==> src/rtl/dtc_pkg.sv <==
// package for the dual timer/counter core: register offsets, field positions, reset values
// assumes a single 125 MHz core clock and a plain address/strobe register port
package dtc_pkg;
   // ------------------------------
   // register offsets (byte addresses on the register port)
   // ------------------------------
   localparam logic [7:0] ADDR_TIMER_CONTROL = 8'h88;
   localparam logic [7:0] ADDR_TIMER_MODE_CONFIG = 8'h89;
   localparam logic [7:0] ADDR_LOW_BYTE_ZERO = 8'h8A;
   localparam logic [7:0] ADDR_LOW_BYTE_ONE = 8'h8B;
   localparam logic [7:0] ADDR_HIGH_BYTE_ZERO = 8'h8C;
   localparam logic [7:0] ADDR_HIGH_BYTE_ONE = 8'h8D;
   localparam logic [7:0] ADDR_FLAG_ACK = 8'h8E;
   // ------------------------------
   // reset values
   // ------------------------------
   localparam logic [7:0] RST_TIMER_CONTROL = 8'h00;
   localparam logic [7:0] RST_TIMER_MODE_CONFIG = 8'h00;
   localparam logic [7:0] RST_COUNT = 8'h00;
   // ------------------------------
   // mode config field positions
   // ------------------------------
   localparam int GATE_ONE_BIT = 7;
   localparam int SRC_ONE_BIT = 6;
   localparam int MODE_ONE_HI_BIT = 5;
   localparam int MODE_ONE_LO_BIT = 4;
   localparam int GATE_ZERO_BIT = 3;
   localparam int SRC_ZERO_BIT = 2;
   localparam int MODE_ZERO_HI_BIT = 1;
   localparam int MODE_ZERO_LO_BIT = 0;
   // ------------------------------
   // timer control field positions
   // ------------------------------
   localparam int OVF_ONE_BIT = 7;
   localparam int RUN_ONE_BIT = 6;
   localparam int OVF_ZERO_BIT = 5;
   localparam int RUN_ZERO_BIT = 4;
   // ------------------------------
   // timing
   // ------------------------------
   localparam int CLK_PERIOD_NS = 8;
   localparam int CYCLES_PER_MACHINE = 12;
   localparam logic [3:0] MC_LAST = 4'(CYCLES_PER_MACHINE - 1);
   localparam logic [3:0] SAMPLE_PHASE = 4'h9;   // input sample phase slot
   localparam logic [3:0] UPDATE_PHASE = 4'h4;   // count update phase slot
   localparam logic [4:0] PRESCALE_MAX = 5'h1F;
   // ------------------------------
   // operating modes
   // ------------------------------
   typedef enum logic [1:0] {
      DTC_MODE_PRESCALE = 2'h0,
      DTC_MODE_CASCADE = 2'h1,
      DTC_MODE_RELOAD = 2'h2,
      DTC_MODE_SPLIT = 2'h3
   } dtc_mode_t;
endpackage : dtc_pkg

==> src/rtl/dtc_core.sv <==
// dual 16-bit timer/counter core with mode and control registers
// assumes one core clock, async active-high reset, and a same-clock register port;
// event and gating pins are asynchronous and get synchronised here
//
// Behaviour
// each timer is a high byte and a low byte; mode joins or separates them
// timer function counts once per machine cycle of twelve core clocks
// counter function counts falling edges on the timer's event pin
// event pin sampled once per machine cycle; count when high then low
// new count appears at the update phase of the following machine cycle
// outside source holds each event level at least one machine cycle
// timer one gated by its gating pin when gate bit seven set
// timer one source bit six picks event pin or machine cycles
// timer one mode: prescaled, cascaded, auto-reload, or stopped
// timer one mode three halts its count
// timer zero gated by its gating pin when gate bit three set
// timer zero source bit two picks event pin or machine cycles
// timer zero mode zero: five-bit prescaler ahead of high byte counter
// timer zero mode one: sixteen-bit cascaded counter
// timer zero mode two: low byte reloads from high byte on overflow
// timer zero mode three: low byte full timer, high byte uses timer one run/flag
// mode register resets to zero, written only as whole byte
// control register resets to zero, bits individually writable
// overflow sets flag; cleared by interrupt vector acknowledge
// software sets run bit to start timer, clears it to stop
// auto-reload leaves the high byte unchanged
// prescaled mode counts 13 bits; upper three low bits indeterminate
`timescale 1ns/10ps
`default_nettype none

module dtc_core (
   input wire logic sys_clk,
   input wire logic rst,
   input wire logic [7:0] reg_addr,
   input wire logic [7:0] reg_wdata,
   input wire logic reg_wr,
   input wire logic reg_rd,
   input wire logic [7:0] bit_mask,
   input wire logic vector_ack_zero,
   input wire logic vector_ack_one,
   input wire logic event_pin_zero,
   input wire logic event_pin_one,
   input wire logic gating_pin_zero,
   input wire logic gating_pin_one,
   output logic [7:0] reg_rdata,
   output logic overflow_flag_zero,
   output logic overflow_flag_one
);

   // ------------------------------
   // registers and internal state
   // ------------------------------
   logic [7:0] timer_control;
   logic [7:0] timer_mode_config;
   logic [7:0] low_byte_zero;
   logic [7:0] high_byte_zero;
   logic [7:0] low_byte_one;
   logic [7:0] high_byte_one;
   logic [3:0] mc_phase;
   logic [1:0] ev_sync_zero;
   logic [1:0] ev_sync_one;
   logic [1:0] gt_sync_zero;
   logic [1:0] gt_sync_one;
   logic ev_prev_zero;
   logic ev_prev_one;
   logic edge_pend_zero;
   logic edge_pend_one;
   logic run_zero;
   logic run_one;
   logic run_high_zero;
   logic tick_low_zero;
   logic tick_high_zero;
   logic tick_one;
   logic ovf_zero;
   logic ovf_one;
   logic [7:0] next_low_byte_zero, next_high_byte_zero, next_low_byte_one, next_high_byte_one;
   logic update_slot;
   logic sample_slot;
   logic wr_ctrl;
   logic [7:0] ctrl_merged;
   dtc_pkg::dtc_mode_t mode_zero;
   dtc_pkg::dtc_mode_t mode_one;

   assign mode_zero = dtc_pkg::dtc_mode_t'(timer_mode_config[dtc_pkg::MODE_ZERO_HI_BIT:dtc_pkg::MODE_ZERO_LO_BIT]);
   assign mode_one = dtc_pkg::dtc_mode_t'(timer_mode_config[dtc_pkg::MODE_ONE_HI_BIT:dtc_pkg::MODE_ONE_LO_BIT]);
   assign update_slot = (mc_phase == dtc_pkg::UPDATE_PHASE);
   assign sample_slot = (mc_phase == dtc_pkg::SAMPLE_PHASE);
   assign wr_ctrl = reg_wr && (reg_addr == dtc_pkg::ADDR_TIMER_CONTROL);

   // ------------------------------
   // machine cycle phase divider
   // ------------------------------
   // twelve core clocks per machine cycle
   always_ff @(posedge sys_clk or posedge rst) begin
      if (rst) begin
         mc_phase <= 4'h0;
      end else if (mc_phase == dtc_pkg::MC_LAST) begin
         mc_phase <= 4'h0;
      end else begin
         mc_phase <= mc_phase + 4'h1;
      end
   end

   // ------------------------------
   // pin synchronisers
   // ------------------------------
   // two flops on each asynchronous pin; only the second stage is read
   always_ff @(posedge sys_clk or posedge rst) begin
      if (rst) begin
         ev_sync_zero <= 2'h0;
         ev_sync_one <= 2'h0;
         gt_sync_zero <= 2'h0;
         gt_sync_one <= 2'h0;
      end else begin
         ev_sync_zero <= {ev_sync_zero[0], event_pin_zero};
         ev_sync_one <= {ev_sync_one[0], event_pin_one};
         gt_sync_zero <= {gt_sync_zero[0], gating_pin_zero};
         gt_sync_one <= {gt_sync_one[0], gating_pin_one};
      end
   end

   // ------------------------------
   // event edge detection
   // ------------------------------
   // sample once per machine cycle; a high then low sample marks an edge,
   // which is held until the update slot of the next machine cycle
   always_ff @(posedge sys_clk or posedge rst) begin
      if (rst) begin
         ev_prev_zero <= 1'b0;
         ev_prev_one <= 1'b0;
         edge_pend_zero <= 1'b0;
         edge_pend_one <= 1'b0;
      end else begin
         if (sample_slot) begin
            ev_prev_zero <= ev_sync_zero[1];
            ev_prev_one <= ev_sync_one[1];
            edge_pend_zero <= ev_prev_zero && !ev_sync_zero[1];
            edge_pend_one <= ev_prev_one && !ev_sync_one[1];
         end else if (update_slot) begin
            edge_pend_zero <= 1'b0;
            edge_pend_one <= 1'b0;
         end
      end
   end

   // ------------------------------
   // run enables and count ticks
   // ------------------------------
   // gate bit makes the run depend on the gating pin too
   assign run_zero = timer_control[dtc_pkg::RUN_ZERO_BIT]
      && (!timer_mode_config[dtc_pkg::GATE_ZERO_BIT] || gt_sync_zero[1]);
   assign run_one = timer_control[dtc_pkg::RUN_ONE_BIT]
      && (!timer_mode_config[dtc_pkg::GATE_ONE_BIT] || gt_sync_one[1]);
   // split-mode high byte: machine cycles only, timer one's run bit
   assign run_high_zero = timer_control[dtc_pkg::RUN_ONE_BIT];
   // ticks fire at the update slot so counts land at that phase
   assign tick_low_zero = update_slot && run_zero
      && (timer_mode_config[dtc_pkg::SRC_ZERO_BIT] ? edge_pend_zero : 1'b1);
   assign tick_one = update_slot && run_one && (mode_one != dtc_pkg::DTC_MODE_SPLIT)
      && (timer_mode_config[dtc_pkg::SRC_ONE_BIT] ? edge_pend_one : 1'b1);
   assign tick_high_zero = update_slot && run_high_zero;

   // ------------------------------
   // timer zero next-count logic
   // ------------------------------
   always_comb begin
      next_low_byte_zero = low_byte_zero;
      next_high_byte_zero = high_byte_zero;
      ovf_zero = 1'b0;
      ovf_one = 1'b0;
      unique case (mode_zero)
         dtc_pkg::DTC_MODE_PRESCALE: begin
            if (tick_low_zero) begin
               // 13-bit count: low five bits carry into the high byte
               next_low_byte_zero = {low_byte_zero[7:5], low_byte_zero[4:0] + 5'h01};
               if (low_byte_zero[4:0] == dtc_pkg::PRESCALE_MAX) begin
                  next_high_byte_zero = high_byte_zero + 8'h01;
                  ovf_zero = (high_byte_zero == 8'hFF);
               end
            end
         end
         dtc_pkg::DTC_MODE_CASCADE: begin
            if (tick_low_zero) begin
               next_low_byte_zero = low_byte_zero + 8'h01;
               if (low_byte_zero == 8'hFF) begin
                  next_high_byte_zero = high_byte_zero + 8'h01;
                  ovf_zero = (high_byte_zero == 8'hFF);
               end
            end
         end
         dtc_pkg::DTC_MODE_RELOAD: begin
            if (tick_low_zero) begin
               if (low_byte_zero == 8'hFF) begin
                  next_low_byte_zero = high_byte_zero;
                  ovf_zero = 1'b1;
               end else begin
                  next_low_byte_zero = low_byte_zero + 8'h01;
               end
            end
         end
         dtc_pkg::DTC_MODE_SPLIT: begin
            if (tick_low_zero) begin
               next_low_byte_zero = low_byte_zero + 8'h01;
               ovf_zero = (low_byte_zero == 8'hFF);
            end
            if (tick_high_zero) begin
               next_high_byte_zero = high_byte_zero + 8'h01;
               ovf_one = (high_byte_zero == 8'hFF);
            end
         end
      endcase
      // timer one drives its own flag unless timer zero has taken it
      if (mode_zero != dtc_pkg::DTC_MODE_SPLIT) begin
         ovf_one = tick_one && (
            (mode_one == dtc_pkg::DTC_MODE_PRESCALE && low_byte_one[4:0] == dtc_pkg::PRESCALE_MAX
               && high_byte_one == 8'hFF)
            || (mode_one == dtc_pkg::DTC_MODE_CASCADE && low_byte_one == 8'hFF && high_byte_one == 8'hFF)
            || (mode_one == dtc_pkg::DTC_MODE_RELOAD && low_byte_one == 8'hFF));
      end
   end

   // ------------------------------
   // timer one next-count logic
   // ------------------------------
   always_comb begin
      next_low_byte_one = low_byte_one;
      next_high_byte_one = high_byte_one;
      if (tick_one) begin
         unique case (mode_one)
            dtc_pkg::DTC_MODE_PRESCALE: begin
               next_low_byte_one = {low_byte_one[7:5], low_byte_one[4:0] + 5'h01};
               if (low_byte_one[4:0] == dtc_pkg::PRESCALE_MAX) begin
                  next_high_byte_one = high_byte_one + 8'h01;
               end
            end
            dtc_pkg::DTC_MODE_CASCADE: begin
               next_low_byte_one = low_byte_one + 8'h01;
               if (low_byte_one == 8'hFF) begin
                  next_high_byte_one = high_byte_one + 8'h01;
               end
            end
            dtc_pkg::DTC_MODE_RELOAD: begin
               next_low_byte_one = (low_byte_one == 8'hFF) ? high_byte_one : low_byte_one + 8'h01;
            end
            dtc_pkg::DTC_MODE_SPLIT: begin
               next_low_byte_one = low_byte_one;
            end
         endcase
      end
   end

   // ------------------------------
   // count registers
   // ------------------------------
   // a software write to a count byte overrides the count in that cycle
   always_ff @(posedge sys_clk or posedge rst) begin
      if (rst) begin
         low_byte_zero <= dtc_pkg::RST_COUNT;
         high_byte_zero <= dtc_pkg::RST_COUNT;
         low_byte_one <= dtc_pkg::RST_COUNT;
         high_byte_one <= dtc_pkg::RST_COUNT;
      end else begin
         low_byte_zero <= (reg_wr && reg_addr == dtc_pkg::ADDR_LOW_BYTE_ZERO) ? reg_wdata : next_low_byte_zero;
         high_byte_zero <= (reg_wr && reg_addr == dtc_pkg::ADDR_HIGH_BYTE_ZERO) ? reg_wdata : next_high_byte_zero;
         low_byte_one <= (reg_wr && reg_addr == dtc_pkg::ADDR_LOW_BYTE_ONE) ? reg_wdata : next_low_byte_one;
         high_byte_one <= (reg_wr && reg_addr == dtc_pkg::ADDR_HIGH_BYTE_ONE) ? reg_wdata : next_high_byte_one;
      end
   end

   // ------------------------------
   // mode config register
   // ------------------------------
   // whole-byte write only
   always_ff @(posedge sys_clk or posedge rst) begin
      if (rst) begin
         timer_mode_config <= dtc_pkg::RST_TIMER_MODE_CONFIG;
      end else if (reg_wr && reg_addr == dtc_pkg::ADDR_TIMER_MODE_CONFIG) begin
         timer_mode_config <= reg_wdata;
      end
   end

   // ------------------------------
   // timer control register
   // ------------------------------
   // bit_mask picks the bits a write touches; hardware set beats any clear
   assign ctrl_merged = (timer_control & ~bit_mask) | (reg_wdata & bit_mask);
   always_ff @(posedge sys_clk or posedge rst) begin
      if (rst) begin
         timer_control <= dtc_pkg::RST_TIMER_CONTROL;
      end else begin
         if (wr_ctrl) begin
            timer_control <= ctrl_merged;
         end
         if (vector_ack_zero && !(wr_ctrl && bit_mask[dtc_pkg::OVF_ZERO_BIT])) begin
            timer_control[dtc_pkg::OVF_ZERO_BIT] <= 1'b0;
         end
         if (vector_ack_one && !(wr_ctrl && bit_mask[dtc_pkg::OVF_ONE_BIT])) begin
            timer_control[dtc_pkg::OVF_ONE_BIT] <= 1'b0;
         end
         if (ovf_zero) begin
            timer_control[dtc_pkg::OVF_ZERO_BIT] <= 1'b1;
         end
         if (ovf_one) begin
            timer_control[dtc_pkg::OVF_ONE_BIT] <= 1'b1;
         end
      end
   end

   // ------------------------------
   // register read port and flag outputs
   // ------------------------------
   always_ff @(posedge sys_clk or posedge rst) begin
      if (rst) begin
         reg_rdata <= 8'h00;
      end else if (reg_rd) begin
         unique case (reg_addr)
            dtc_pkg::ADDR_TIMER_CONTROL: reg_rdata <= timer_control;
            dtc_pkg::ADDR_TIMER_MODE_CONFIG: reg_rdata <= timer_mode_config;
            dtc_pkg::ADDR_LOW_BYTE_ZERO: reg_rdata <= low_byte_zero;
            dtc_pkg::ADDR_LOW_BYTE_ONE: reg_rdata <= low_byte_one;
            dtc_pkg::ADDR_HIGH_BYTE_ZERO: reg_rdata <= high_byte_zero;
            dtc_pkg::ADDR_HIGH_BYTE_ONE: reg_rdata <= high_byte_one;
            default: reg_rdata <= 8'h00; // unmapped reads zero
         endcase
      end else begin
         reg_rdata <= 8'h00;
      end
   end

   // flag outputs mirror the control register one cycle later
   always_ff @(posedge sys_clk or posedge rst) begin
      if (rst) begin
         overflow_flag_zero <= 1'b0;
         overflow_flag_one <= 1'b0;
      end else begin
         overflow_flag_zero <= timer_control[dtc_pkg::OVF_ZERO_BIT];
         overflow_flag_one <= timer_control[dtc_pkg::OVF_ONE_BIT];
      end
   end

endmodule : dtc_core

`default_nettype wire

==> config.mk <==
export PLATFORM = sky130hd
export DESIGN_NAME = dtc_core
export DESIGN_NICKNAME = d
export VERILOG_FILES = /design/src/rtl/dtc_pkg.sv /design/src/rtl/dtc_core.sv
export SDC_FILE = /design/constraint.sdc
export NUM_CORES = 1
export LEC_CHECK = 0
export ABC_AREA = 1
export BUFFER_PORTS_ARGS = -buffer_cell sky130_fd_sc_hd__buf_2
export CORE_MARGIN = 2
export CORE_UTILIZATION = 35
export DETAILED_ROUTE_END_ITERATION = 6
export SLEW_MARGIN = 10
export SYNTH_ARGS = -nofsm -noshare
export SYNTH_HDL_FRONTEND = slang
export SYNTH_SLANG_ARGS = --single-unit
==> constraint.sdc <==
create_clock -name sys_clk -period 3.2 [get_ports sys_clk]
set_clock_uncertainty 0.2 [all_clocks]
set_input_delay 0.64 -clock sys_clk [delete_from_list [all_inputs] [get_ports sys_clk]]
set_output_delay 0.64 -clock sys_clk [all_outputs]
set_load 0.05 [all_outputs]
**Word level (Yosys, flattened, before mapping)**

Index checks and enable logic that the tools add are counted.
Widths: inputs -> output; s select.

- Input bits: 34
- Flip-flop bits (word level): 74
- Output and inout port bits: 10

- Mux-type cells: 46
- $add $sub $neg: 7
- Bitwise logic cells: 4
- Reduce and logical (&&, ||, !) cells: 52
- Equality and inequality tests: 36

Operator list:

| operator | count |
|---|---|
| $mux 8 | 19 |
| $eq 8x8->1 const B | 10 |
| $pmux 8 s3 | 3 |
| $pmux 8 s6 | 1 |
| $add 8x1->8 const B | 4 |
| $ne 3x3->1 const B | 9 |
| $logic_and 1x1->1 | 26 |
| $mux 1 | 19 |
| $and 8x8->8 | 2 |
| $pmux 8 s2 | 1 |
| $add 5x1->5 const B | 2 |
| $eq 5x5->1 const B | 2 |
| $ne 2x2->1 const B | 5 |
| $reduce_and 3->1 | 3 |
| $reduce_bool 3->1 | 3 |
| $eq 2x2->1 const B | 4 |
| $eq 4x4->1 const B | 2 |
| $not 8->8 | 1 |
| $or 8x8->8 | 1 |
| $logic_not 1->1 | 6 |
| $reduce_and 6->1 | 1 |
| $reduce_bool 2->1 | 3 |
| $mux 5 | 1 |
| $add 4x1->4 const B | 1 |
| 11 further kinds | 16 |

**Depth between registers and ports, before layout**

- Depth in word-level cells: 9
- Gate-level depth with buffers: 11

**Least setup slack after synthesis**

No wires, ideal clock.

- Path kind: register to register
- Start point: reg low_byte_zero[0]
- End point: reg high_byte_zero[5]
- Arrival time: 1672 ps
- Data required time: 2883 ps
- Library setup time: 117 ps
- Path buffers: 0
- Period minus slack after synthesis: 1989 ps
- Stages on the path, launching flop included: 12
- Slack: 1211 ps
- Cells stage by stage: dfrtp_1 ha_1 nand2_1 nor2_4 ha_1 or2_2 nand2_1 nand2_1 nand3_4 nand2_4 nand2_1 nand2_1

- Cells in the longest elaborated chain, start to end: 3
- Elaborated cells between the ends (all ways): 5

RTL lines:

| what | line | RTL |
|---|---|---|
| start: declaration | dtc_core.sv:55 | `logic [7:0] low_byte_zero;` |
| start signal: assignment | dtc_core.sv:258 | `low_byte_zero <= dtc_pkg::RST_COUNT;` |
| start signal: assignment | dtc_core.sv:263 | `low_byte_zero <= (reg_wr && reg_addr == dtc_pkg::ADDR_LOW_BYTE_ZERO) ? reg_wdata : next_low_byte_zero;` |
| $eq 8x8->1 / $eq 5x5->1 (equally long branches) | dtc_core.sv:185, dtc_core.sv:176 |  |
| $ne 3x3->1 (no line) | -- |  |
| $reduce_and 6->1 (no line) (*) | -- |  |
| end signal: assignment | dtc_core.sv:259 | `high_byte_zero <= dtc_pkg::RST_COUNT;` |
| end signal: assignment | dtc_core.sv:264 | `high_byte_zero <= (reg_wr && reg_addr == dtc_pkg::ADDR_HIGH_BYTE_ZERO) ? reg_wdata : next_high_byte_zero;` |
| end: declaration | dtc_core.sv:56 | `logic [7:0] high_byte_zero;` |

Every way passes the cells marked *; elsewhere a longest branch is shown, timed or not.
A chain may end at the register's enable or synchronous reset.

**Final worst setup path**

- Start point: reg low_byte_zero[0]
- End point: reg high_byte_zero[3]

Same word-level chain as after synthesis.

==> results.ini <==
[placed_design]
dp.cells=955
io_buffers=43
gp_congestion=0.887
dp_hpwl_um=10900

[power]
pwr-share-comb_pct=12.7
p_clk_share_pct=44.0
cell_internal_pwr_uw=1770
switching_power_uw=696
ir_worst_vdd_uv=297
p_sw_share_pct=28.2
power.density_nw_per_um2=424
power_leakage_uw=0.00319
seq_power_share_pct=43.3

[clocking]
path_clk_slew_ns=0.06
clk_latency_ns=0.35
ctsResizeCount=0
cts_buffer_depth=2
h-tree-depth=3
numCtsBuffers=9
cts_setup_buffers=0
holdBufCountCts=0
cts.sink_count=74
cts_tree=built
root_buffer=clkbuf_16

[timing]
setup_viol=0
slew_viol_final=0
fin_crit_sh_pct=70.1
hold_ws_ns=0.129
fin_setup_tns_ns=0
max_freq_ghz=0.446
hold_viol=0
rsz0062_at_grt=no
max_slew_margin_pct=60.7
tightest_slew_ns=0.588
layout_min_cycle_time_ns=2.24

[critical_path]
crit_family=simple AND/OR/NAND/NOR gates
critPathKind=reg -> reg
worstSetupPathDepth=11
crit_top_cell=nand2_1
cp.arrival_ns=2.28
worstPathCellList=ha_1, nand2_1, nor2_4, ha_1, or2_2, nand2_1, nand2_1, nand3_4, nand2_4, nand2_1, nand2_1
startpoint_type=flip-flop
reg2reg_depth=11
worstPathRequired_ns=3.24
critPathSlowestCell=dfrtp_1
max_stage_delay_ns=0.43
crit_path_end_kind=flip-flop
worstPathMaxFanout=9
cp_num_buf_inv=0

[finish]
area_delta_synth_final_pct=13.9
fin_cells=971
final_core_util_pct=40.4
drive_above_1_share_pct=13.9
antennaDiodeCount=0
final_nets=830

[route]
totalWireLength_um=14500
first_pass_iters=5
ant_nets=0
drc=0
vias_per_cell=4.85
routedWlPerCell_um=14.9
drt-initial-drc-count=403
dr_total_vias=4707

[die]
io_pins=44
fp.dieArea_um2=15600
core_um2=14400
start_util_pct=35.4
num_rows=44
dieHeight_um=125
die_w_um=125

[global_route]
grt_overflow_total=0
top_usage_layer=met2
grt_antenna_before_repair=0
grt_pass1_vias=4457
grt_first_pass_wirelength_um=23900
grt_util_met3_pct=3.65
grt_max_degree=44
met2_usage_pct=30.3
grt.total_usage_pct=19.5
grt_util_met1_pct=27.0

[logic_synthesis]
synth_area_um2=5110
synth.distinct_cells=34
synth_edf_count=0
synth-main-ff-cell=dfrtp_1
synth.avg_cell_area_um2=6.91
postSynth.asyncResetShare_pct=100
synth_fp_nets=788
ys_seq_area_share_pct=36.2
synth_seq_cells=74
yosys_warnings=0
syn-instance-count=740

[worst_hold_path]
hp-class=in -> async

[status]
status=finished clean

[flow_run]
maxCapViolCount=0

-- metrics by stage --
stage | power [uW] | setup slack (ns) | cell area [um^2]
2_1_floorplan | 1280 | 0.478 | 5110
3_3_place_gp | 1400 | 0.924 | 5500
3_5_place_dp | 1400 | 0.883 | 5500
4_1_cts | 2500 | 0.966 | 5820
5_1_grt | 2590 | 0.812 | 5820
6_report | 2470 | 0.958 | 5820
-- worst paths after layout --
path,start,slack [ns],to
setup / recovery,low_byte_zero[0]$_DFFE_PP0P_,0.96,high_byte_zero[3]$_DFFE_PP0P_
hold / removal,rst,0.13,timer_control[5]$_DFFE_PP0P_
setup reg to reg,low_byte_zero[0]$_DFFE_PP0P_,0.96,high_byte_zero[3]$_DFFE_PP0P_
hold reg to reg,gt_sync_one[0]$_DFF_PP0_,0.14,gt_sync_one[1]$_DFF_PP0_
max in group asynchronous,rst,2.06,timer_mode_config[4]$_DFFE_PP0P_
min in group sys_clk,gt_sync_one[0]$_DFF_PP0_,0.14,gt_sync_one[1]$_DFF_PP0_
-- sequential cells by signal (all words and copies together), names as in the netlist, named ones only --
register	flops
timer_mode_config	8
high_byte_zero	8
overflow_flag_zero	1
edge_pend_one	1
timer_control	2
gt_sync_one	2
overflow_flag_one	1
ev_prev_zero	1
high_byte_one	8
gt_sync_zero	2
ev_sync_zero	2
reg_rdata	8
ev_sync_one	2
ev_prev_one	1
low_byte_one	8
edge_pend_zero	1
low_byte_zero	8
mc_phase	4
-- worst register-to-register path, stage by stage (launching register included) --
cell and delay [ns]:
dfrtp_1 0.43, ha_1 0.24, nand2_1 0.18, nor2_4 0.06, ha_1 0.18, or2_2 0.29
nand2_1 0.07, nand2_1 0.09, nand3_4 0.16, nand2_4 0.11, nand2_1 0.09, nand2_1 0.05
-- cells by family after synthesis --
logic type / count (synthesis) / synth area share (%)
AOI/OAI and AO/OA: 44 / 4.51
xor gates and xnor gates: 7 / 1.20
adders and majority gates: 14 / 3.43
buffers and inverters: 121 / 9.87
DFF: 74 / 36.2
and+or+nand+nor: 480 / 44.8
-- synthesized netlist by cell type, types with 3 or more instances --
master | count | area share [%]
nand2_1 | 240 | 18
nand3_1 | 128 | 13
inv_1 | 94 | 6.9
dfrtp_1 | 74 | 36
nor2_1 | 52 | 3.8
o21ai_0 | 20 | 2.0
nand4_1 | 17 | 2.1
o21ai_1 | 17 | 1.7
ha_1 | 14 | 3.4
inv_2 | 9 | 0.66
nand2_2 | 7 | 0.86
xor2_1 | 7 | 1.2
buf_4 | 6 | 0.88
nor2_4 | 6 | 1.3
or2_2 | 6 | 0.73
buf_2 | 5 | 0.49
nand3b_1 | 5 | 0.73
nand2_4 | 4 | 0.88
nand3_4 | 4 | 1.4
a21oi_1 | 3 | 0.29
nor2_2 | 3 | 0.37
nor2_8 | 3 | 1.2
o21a_1 | 3 | 0.44
-- cell usage in the layout (no fill, tap or decap), types with 2 or more instances in the layout --
cell type / n
clkinv_1: 2
nand2_2: 7
ha_1: 14
xor2_1: 7
o21ai_1: 17
buf_2: 43
nor2_4: 6
nor2_2: 3
nand3_4: 4
o21ai_0: 20
inv_6: 2
o21a_1: 3
nand4_1: 17
nand2_4: 4
clkinv_2: 2
nand2_1: 240
inv_2: 9
a21oi_1: 3
nand3b_1: 5
inv_1: 93
or2_2: 6
clkbuf_8: 3
nand4_4: 2
nand3_1: 128
nor2_8: 3
dfrtp_1: 74
nor2_1: 52
clkbuf_16: 9
buf_12: 2
-- power by group through the flow --
stage               registers [uW]  logic [uW]  clock network, uW
floorplan                     1050         230                  0
global placement              1080         312                  0
detailed placement            1090         313                  0
CTS                           1070         316               1110
global route                  1080         358               1160
finish                        1070         313               1090
-- area by class of cell --
| class | instances | area (um^2) |
|---|---|---|
| fillers | 1590 | 8600 |
| well taps | 184 | 230 |
| clock inverters | 4 | 56.3 |
| flip-flops and latches | 74 | 1850 |
| clock buffers | 12 | 267 |
| multi-input cells | 545 | 2750 |
| repair buffers | 46 | 263 |
| inverters | 106 | 400 |
-- layer usage --
metal	vias up	part of all wire, %
li1	2440	-
met1	2128	47
met2	122	45
met3	17	5.2
met4	0	2.3
met5	-	0
Note: power is estimated with default switching activity, not from simulation.
